<file path="config.mk">
export PLATFORM = sky130hd
export DESIGN_NAME = ryp_packer
export DESIGN_NICKNAME = d
export VERILOG_FILES = /design/src/logic/ryp_pkg.sv /design/src/logic/ryp_convert.sv /design/src/logic/ryp_packer.sv
export SDC_FILE = /design/constraint.sdc
export NUM_CORES = 1
export LEC_CHECK = 0
export BUFFER_PORTS_ARGS = -buffer_cell sky130_fd_sc_hd__buf_4
export CORE_MARGIN = 2
export CORE_UTILIZATION = 50
export CTS_CLUSTER_DIAMETER = 100
export CTS_CLUSTER_SIZE = 25
export DETAILED_ROUTE_END_ITERATION = 10
export GPL_ROUTABILITY_DRIVEN = 0
export MAX_ROUTING_LAYER = met4
export PLACE_DENSITY = 0.67
export SYNTH_ARGS = -nofsm -noshare
export SYNTH_HDL_FRONTEND = slang
export SYNTH_HIERARCHICAL = 1
export SYNTH_SLANG_ARGS = --single-unit
</file>
<file path="constraint.sdc">
create_clock -name mclk -period 2.37 [get_ports mclk]
set_input_delay 0.237 -clock mclk [delete_from_list [all_inputs] [get_ports mclk]]
set_output_delay 0.237 -clock mclk [all_outputs]
set_load 0.05 [all_outputs]
</file>
<file path="src/logic/ryp_pkg.sv">
// Package for the RGB to 4:2:2 packer: formats, coefficients, limits
package ryp_pkg;
  // Output format select
  localparam logic [1:0] FMT_STANDARD = 2'h0; // U Y V Y
  localparam logic [1:0] FMT_GRABBER  = 2'h1; // Y U Y V
  localparam logic [1:0] FMT_MONO     = 2'h2; // Y only
  // Coefficients in units of 1/256 (0.30*256 etc, nearest)
  localparam int COEF_SHIFT = 8;
  localparam int KY_R = 77;   // 0.30
  localparam int KY_G = 151;  // 0.59
  localparam int KY_B = 28;   // 0.11
  localparam int KU_R = -44;  // -0.17
  localparam int KU_G = -84;  // -0.33
  localparam int KU_B = 128;  // 0.50
  localparam int KV_R = 128;  // 0.50
  localparam int KV_G = -105; // -0.41
  localparam int KV_B = -23;  // -0.09
  localparam int ROUND_HALF = 128;
  // Ranges
  localparam int LUMA_MAX   = 255;
  localparam int CHROMA_MIN = -128;
  localparam int CHROMA_MAX = 127;
  localparam logic [7:0] CHROMA_OFFSET = 8'h80; // Adds 128
  // Debayer tile: 2x2 BG mosaic, even row B G, odd row G R
  localparam int TILE_PIXELS = 4;
  // Index of the last output byte slot per pixel pair
  localparam logic [1:0] LAST_SLOT = 2'h3;
  // Pipeline depth of the converter, in cycles
  localparam int CONV_LATENCY = 1;
  // Packer output state
  typedef enum logic [1:0] {RYP_IDLE, RYP_SEND} ryp_state_t;
endpackage

</file>
<file path="src/logic/ryp_convert.sv">
// Registered RGB to Y U V converter with rounding and saturation
`timescale 1ns/1ns
module ryp_convert
  import ryp_pkg::*;
(
  // Clock and reset
  input  wire logic       mclk,
  input  wire logic       nrst,
  // Input pixel
  input  wire logic       inValid,
  input  wire logic [7:0] red,
  input  wire logic [7:0] green,
  input  wire logic [7:0] blue,
  // Converted pixel, one cycle later
  output logic            outValid,
  output logic [7:0]      luma,
  output logic [7:0]      chromaB,
  output logic [7:0]      chromaR
);
  // Weighted sum, rounded to nearest in 1/256 units
  function automatic int wsum(input int kr, input int kg, input int kb,
                              input logic [7:0] r, input logic [7:0] g,
                              input logic [7:0] b);
    int acc;
    acc = kr * int'(r) + kg * int'(g) + kb * int'(b) + ROUND_HALF;
    return acc >>> COEF_SHIFT;
  endfunction

  // Clamp into a range
  function automatic int clampv(input int v, input int lo, input int hi);
    int res;
    res = (v < lo) ? lo : ((v > hi) ? hi : v);
    return res;
  endfunction

  int yv;  // Luma after clamp
  int uv;  // Blue difference after clamp
  int vv;  // Red difference after clamp
  always_comb begin
    yv = clampv(wsum(KY_R, KY_G, KY_B, red, green, blue), 0, LUMA_MAX);
    uv = clampv(wsum(KU_R, KU_G, KU_B, red, green, blue),
                CHROMA_MIN, CHROMA_MAX);
    vv = clampv(wsum(KV_R, KV_G, KV_B, red, green, blue),
                CHROMA_MIN, CHROMA_MAX);
  end

  // Output register; offset binary by flipping sign after clamp
  always_ff @(posedge mclk or negedge nrst) begin
    if (!nrst) begin
      outValid <= 1'b0;
      luma     <= 8'h00;
      chromaB  <= 8'h80;
      chromaR  <= 8'h80;
    end else begin
      outValid <= inValid;
      luma     <= 8'(yv);
      chromaB  <= 8'(uv) + CHROMA_OFFSET;
      chromaR  <= 8'(vv) + CHROMA_OFFSET;
    end
  end

  // Grey input gives neutral blue difference code 0x80
  a_chroma_zero: assert property (@(posedge mclk) disable iff (!nrst)
    (inValid && red == green && green == blue) |=> chromaB == 8'h80)
    else $error("grey input did not give neutral chroma");
endmodule

</file>
<file path="src/logic/ryp_packer.sv">
// Top: 2x2 demosaic, colour conversion, 4:2:2 or mono byte packing
`timescale 1ns/1ns
// Contract
// - Rebuild full RGB from mosaic first
// - Luma is 0.30R + 0.59G + 0.11B
// - Blue difference -0.17R -0.33G +0.50B
// - Red difference 0.50R -0.41G -0.09B
// - Add 128 to every chroma value
// - Limit chroma to -128..+127 before offset
// - Luma is unsigned byte 0..255
// - Chroma is offset binary, 0x80 is zero
// - Chroma once per pair, from even pixel
// - Standard order: U, Y0, V, Y1
// - Grabber order: Y0, U, Y1, V
// - Formats differ only in byte placement; the mono format sends luma bytes alone, with no chroma
// - Send bytes only after conversion completes
// - Bytes leave in pixel transmission order
// - Mono output: one luma byte per pixel
module ryp_packer
  import ryp_pkg::*;
(
  // Clock and reset
  input  wire logic       mclk,
  input  wire logic       nrst,
  // Configuration, held stable within a frame
  input  wire logic [1:0] format,
  // Mosaic sample stream: a 2x2 tile B G / G R per beat
  input  wire logic       tileValid,
  output logic            tileReady,
  input  wire logic [7:0] sampB,
  input  wire logic [7:0] sampG0,
  input  wire logic [7:0] sampG1,
  input  wire logic [7:0] sampR,
  input  wire logic       tileFirst,
  // Byte stream toward the transmit path
  output logic            byteValid,
  input  wire logic       byteReady,
  output logic [7:0]      byteData,
  output logic            byteFirst
);
  import ryp_pkg::*;

  // Demosaiced pixel: each tile gives one full-colour pixel
  logic [8:0] greenSum; // Sum of both greens
  logic [7:0] pixR;
  logic [7:0] pixG;
  logic [7:0] pixB;
  logic       convIn;   // Pixel accepted into converter
  logic       cValid;
  logic [7:0] cY;
  logic [7:0] cU;
  logic [7:0] cV;

  // Simple demosaic: greens averaged, red and blue taken as is
  always_comb begin
    greenSum = {1'b0, sampG0} + {1'b0, sampG1};
    pixG     = greenSum[8:1];
    pixR     = sampR;
    pixB     = sampB;
  end

  // Accept a tile only while the packer is free for a new pixel
  assign convIn = tileValid && tileReady;

  ryp_convert u_conv (
    .mclk     (mclk),
    .nrst     (nrst),
    .inValid  (convIn),
    .red      (pixR),
    .green    (pixG),
    .blue     (pixB),
    .outValid (cValid),
    .luma     (cY),
    .chromaB  (cU),
    .chromaR  (cV)
  );

  // Packer state
  ryp_state_t state;
  logic       oddPix;    // Next converted pixel is odd in its pair
  logic [7:0] evenY;     // Held even pixel luma
  logic [7:0] evenU;     // Held even pixel chroma, shared by the pair
  logic [7:0] evenV;
  logic [7:0] oddY;
  logic [1:0] slot;      // Byte slot within a four-byte group
  logic       firstPend; // Frame start seen, not yet emitted
  logic       busy;      // Conversion in flight or group being sent
  logic       inFlight;

  // Byte selector for a slot; only placement differs by format
  function automatic logic [7:0] pick(input logic [1:0] fmt,
                                      input logic [1:0] s,
                                      input logic [7:0] y0,
                                      input logic [7:0] u,
                                      input logic [7:0] v,
                                      input logic [7:0] y1);
    logic [7:0] b;
    b = y0;
    if (fmt == FMT_GRABBER) begin
      case (s)
        2'h0:    b = y0;
        2'h1:    b = u;
        2'h2:    b = y1;
        default: b = v;
      endcase
    end else begin
      case (s)
        2'h0:    b = u;
        2'h1:    b = y0;
        2'h2:    b = v;
        default: b = y1;
      endcase
    end
    return b;
  endfunction

  // One pixel at a time: no new tile while a group is in flight.
  // Costs throughput but keeps the design free of buffering.
  assign busy      = inFlight || (state == RYP_SEND);
  assign tileReady = !busy;

  // Converter occupancy tracker
  always_ff @(posedge mclk or negedge nrst) begin
    if (!nrst) begin
      inFlight <= 1'b0;
    end else begin
      inFlight <= convIn;
    end
  end

  // Frame start marker follows its pixel to the first output byte
  always_ff @(posedge mclk or negedge nrst) begin
    if (!nrst) begin
      firstPend <= 1'b0;
    end else if (convIn && tileFirst) begin
      firstPend <= 1'b1;
    end else if (byteValid && byteReady && byteFirst) begin
      firstPend <= 1'b0;
    end
  end

  // Pair capture: hold even pixel's chroma, drop odd pixel's chroma
  always_ff @(posedge mclk or negedge nrst) begin
    if (!nrst) begin
      oddPix <= 1'b0;
      evenY  <= 8'h00;
      evenU  <= 8'h80;
      evenV  <= 8'h80;
      oddY   <= 8'h00;
    end else if (convIn && tileFirst) begin
      oddPix <= 1'b0; // Frame start realigns pairing
    end else if (cValid && format != FMT_MONO) begin
      if (!oddPix) begin
        evenY <= cY;
        evenU <= cU;
        evenV <= cV;
      end else begin
        oddY <= cY;
      end
      oddPix <= !oddPix;
    end else if (cValid) begin
      evenY <= cY;
    end
  end

  // Send control: group starts only once conversion completes
  always_ff @(posedge mclk or negedge nrst) begin
    if (!nrst) begin
      state <= RYP_IDLE;
      slot  <= 2'h0;
    end else begin
      case (state)
        RYP_IDLE: begin
          if (cValid && (format == FMT_MONO || oddPix)) begin
            state <= RYP_SEND;
            slot  <= 2'h0;
          end
        end
        RYP_SEND: begin
          if (byteReady) begin
            if (format == FMT_MONO || slot == LAST_SLOT) begin
              state <= RYP_IDLE;
            end else begin
              slot <= slot + 2'h1;
            end
          end
        end
        default: state <= RYP_IDLE;
      endcase
    end
  end

  // Registered byte output, held under back-pressure
  always_ff @(posedge mclk or negedge nrst) begin
    if (!nrst) begin
      byteValid <= 1'b0;
      byteData  <= 8'h00;
      byteFirst <= 1'b0;
    end else if (state == RYP_IDLE && cValid && format == FMT_MONO) begin
      byteValid <= 1'b1;
      byteData  <= cY;
      byteFirst <= firstPend;
    end else if (state == RYP_IDLE && cValid && oddPix) begin
      byteValid <= 1'b1;
      byteData  <= pick(format, 2'h0, evenY, evenU, evenV, cY);
      byteFirst <= firstPend;
    end else if (state == RYP_SEND && byteReady) begin
      if (format == FMT_MONO || slot == LAST_SLOT) begin
        byteValid <= 1'b0;
      end else begin
        byteData  <= pick(format, slot + 2'h1, evenY, evenU, evenV, oddY);
        byteFirst <= 1'b0;
      end
    end
  end

  // Bytes appear only after a converter result
  a_send_after: assert property (@(posedge mclk) disable iff (!nrst)
    $rose(byteValid) |-> $past(cValid))
    else $error("byte sent before conversion done");

  // A standard-order group starts with the held chroma
  a_std_first: assert property (@(posedge mclk) disable iff (!nrst)
    ($rose(byteValid) && format == FMT_STANDARD) |-> byteData == evenU)
    else $error("standard group not led by blue difference");

  // A grabber-order group starts with even luma
  a_grab_first: assert property (@(posedge mclk) disable iff (!nrst)
    ($rose(byteValid) && format == FMT_GRABBER) |-> byteData == evenY)
    else $error("grabber group not led by even luma");

  // Mono sends a single byte per pixel
  a_mono_one: assert property (@(posedge mclk) disable iff (!nrst)
    (byteValid && byteReady && format == FMT_MONO) |=> !byteValid)
    else $error("mono pixel gave more than one byte");

  // No input taken while a group is pending
  a_no_overrun: assert property (@(posedge mclk) disable iff (!nrst)
    (state == RYP_SEND) |-> !tileReady)
    else $error("tile accepted during send");

  // Chroma held only from even pixel
  a_even_hold: assert property (@(posedge mclk) disable iff (!nrst)
    (cValid && oddPix && format != FMT_MONO) |=> $stable(evenU))
    else $error("odd pixel chroma overwrote pair chroma");

  // Frame mark only while a frame start is pending
  a_first_mark: assert property (@(posedge mclk) disable iff (!nrst)
    (byteValid && byteFirst) |-> firstPend)
    else $error("first-byte mark without a pending frame start");
endmodule

</file>
==> run summary <==
site row count - 56
PnR worst setup slack - -4.38 ns
starting density of the core - 0.505
placed cells - 1720
CP startpoint kind - input port
Final period util - 2.85
number of diodes - 0
Yosys warnings - 6
post-synthesis cell type count - 71
Final min period - 6.75 ns
die width - 157 um
# IOs - 50
vias per inst - 5.12
nets - 1867
failing checks - setup timing
wire per inst - 16.5 um
most frequent CP cell - ha_4
worst path required time - 2.57 ns
Mapped Area - 11700 um2
post-synthesis sequential area ratio - 0.156
leading post-synthesis cells by cell area - ha_1 26%, fa_1 23%, dfrtp_1 15%
Num CTS Buffers - 9
WP data arrival - 6.94 ns
wirelength, routed - 29300 um
total non-filler cell area in the finished layout - 15800 um2
Async S/R FF share, synth - 1.00
synthesized area per cell - 10.2 um2
area of the multi-input gates - 9960 um2
Area Overhead vs Synth - 34.6%
Post-Syn Nets - 1573
largest net degree at the start of global routing - 74
Clock Skew - 0.00851 ns
Clock Latency Late Sink - 0.33 ns
number of synthesized flops with an enable pin - 0
antenna-violating nets left - 0
worst r2r src - slot[0]$_DFFE_PN0P_
Synth Flop Type - dfrtp_1
highest fanout seen on the critical path - 6
global route overflow - 0
total core area - 23300 um2
FF+latch count, synth - 73
Crit path largest cell delay - 0.59 ns
CP startpoint - sampG1[2]
sequential cell area - 1830 um2
initial antenna violation count - 0
HPWL Detailed - 24000 um
Slew Limit Fails - 0
Synth top area share - 0.264
IO buf count - 49
clk buf depth - 2
first-pass GRT wire length - 46400 um
Post-DP Area - 14400 um2
relative slew slack - 0.417
status - finished with violations
Mapped Cells - 1152
DR vias - 9071
slowest stage cell, crit path - fa_2
Root Driver - clkbuf_16
worst hold path class - input port to asynchronous set/reset pin
reg2reg path depth - 6
final hold vios - 0
Max Cap Viol - 0
vias in the first global route - 9600
RSZ-0062 raised after global routing - true
Vert. Die Dim - 157 um
Max Freq - 148 MHz
Reg clk slew, reported paths - 0.05 ns
share of cells above drive strength 1 - 0.366
Setup violations, final - 24
initial drt markers - 326
TritonCTS clock tree - built
fin cells - 1770
endpoint class of the critical path - register
top cell type by total area after synthesis - ha_1
die area - 24700 um2
crit path kind - input port to register
Slew @ Worst Pin - 0.874 ns
H-tree depth - 3
DRT Pass-1 Iters - 4
# fillers - 1746
GRT Total Usage - 0.248
Residual DRC - 0
CTS Sinks - 73
## flip-flops by register name, summed over array words and instances, names as in the netlist
register,count
byteValid,1
oddPix,1
u_conv/luma,8
inFlight,1
evenY,8
byteData,8
firstPend,1
slot,2
u_conv/chromaB,8
byteFirst,1
evenV,8
u_conv/chromaR,8
oddY,8
evenU,8
state,1
u_conv/outValid,1
## path summary, 6_finish.rpt
path	slack, ns	endpoint
worst min-delay path	0.03	evenU[0]$_DFFE_PN0P_
max in group asynchronous	1.78	inFlight$_DFF_PN0_
worst min register to register	0.46	evenU[2]$_DFFE_PN0P_
worst max register to register	0.31	byteData[7]$_DFFE_PN0P_
worst max-delay path	-4.38	u_conv/chromaB[1]$_DFF_PN0_
min in group mclk	0.09	oddPix$_DFFE_PN0P_
## critical path: cells and delay by family
family                     cells  cell delay (ns)
and+or+nand+nor                5             0.52
buffers and inverters          5             0.36
xor gates and xnor gates       1             0.21
adders and majority gates      9             3.10
AOI/OAI and AO/OA             14             2.50
## placed cells by master (no fill, tap or decap), drive strengths merged, types with 13 or more instances in the layout
cell and count:
a21oi 71, a22o 18, buf 296, clkbuf 13, dfrtp 69, fa 134, ha 248, inv 257
mux2 33, nand2 33, nor2 42, o21ai 29, xnor2 26, xor2 20
## layout make-up
type                    count  share of cell area
well taps                 319              0.0253
repair buffers            296               0.149
clock buffers              13              0.0165
inverters                 257              0.0618
clock inverters             3            0.000950
multi-input cells         809               0.631
flip-flops and latches     73               0.116
## through the flow
stage                     utilization  TNS [ns]  hold slack [ns]  setup WS (ns)
after floorplan                     -    -92.84          -0.0586          -4.34
after global placement          0.620   -104.73            0.419          -4.61
after detailed placement        0.620   -106.19            0.414          -4.80
after CTS                       0.652    -94.00           0.0626          -4.26
after global routing            0.679   -106.69           0.0991          -4.67
final                           0.679   -100.58           0.0269          -4.38
## timing repair
item	4_1_cts	5_1_grt
resized for setup	68	85
hold buffers	0	0
endpoints found under the setup margin	24	24
buffers inserted	21	19
hold endpoints to repair	0	0
pin swaps	92	100
## layer usage
metal	global-route usage	wire (um)
met5	-	0
met4	0.0701	837
met3	0.0231	937
met2	0.451	15500
met1	0.293	12000
## logic make-up (layout without fill, tap and decap cells)
logic type,Yosys count,in the layout,synth area share
AO/OA/AOI/OAI,187,187,0.107
multiplexers,51,51,0.0555
XOR/XNOR,46,46,0.0350
flip-flops,73,73,0.156
buffers and inverters,270,569,0.0913
adder cells (fa/ha/maj),382,382,0.493
AND/OR/NAND/NOR,143,143,0.0626
## cells in the mapped netlist (all sizes together) (6+ instances only)
master and count:
inv 257, ha 248, fa 134, a21oi 71, dfrtp 69, nor2 42, mux2 33, nand2 33
o21ai 29, xnor2 26, xor2 20, a22o 18, nor3 12, nand3 11, a21o 10, buf 10
mux2i 10, nor2b 10, o21bai 10, o22ai 9, mux4 8, nand2b 7, a31oi 6, and3 6
nand4 6
Power is not shown: default switching activity piles up to over one toggle a cycle in this logic, so the estimate is an artifact.
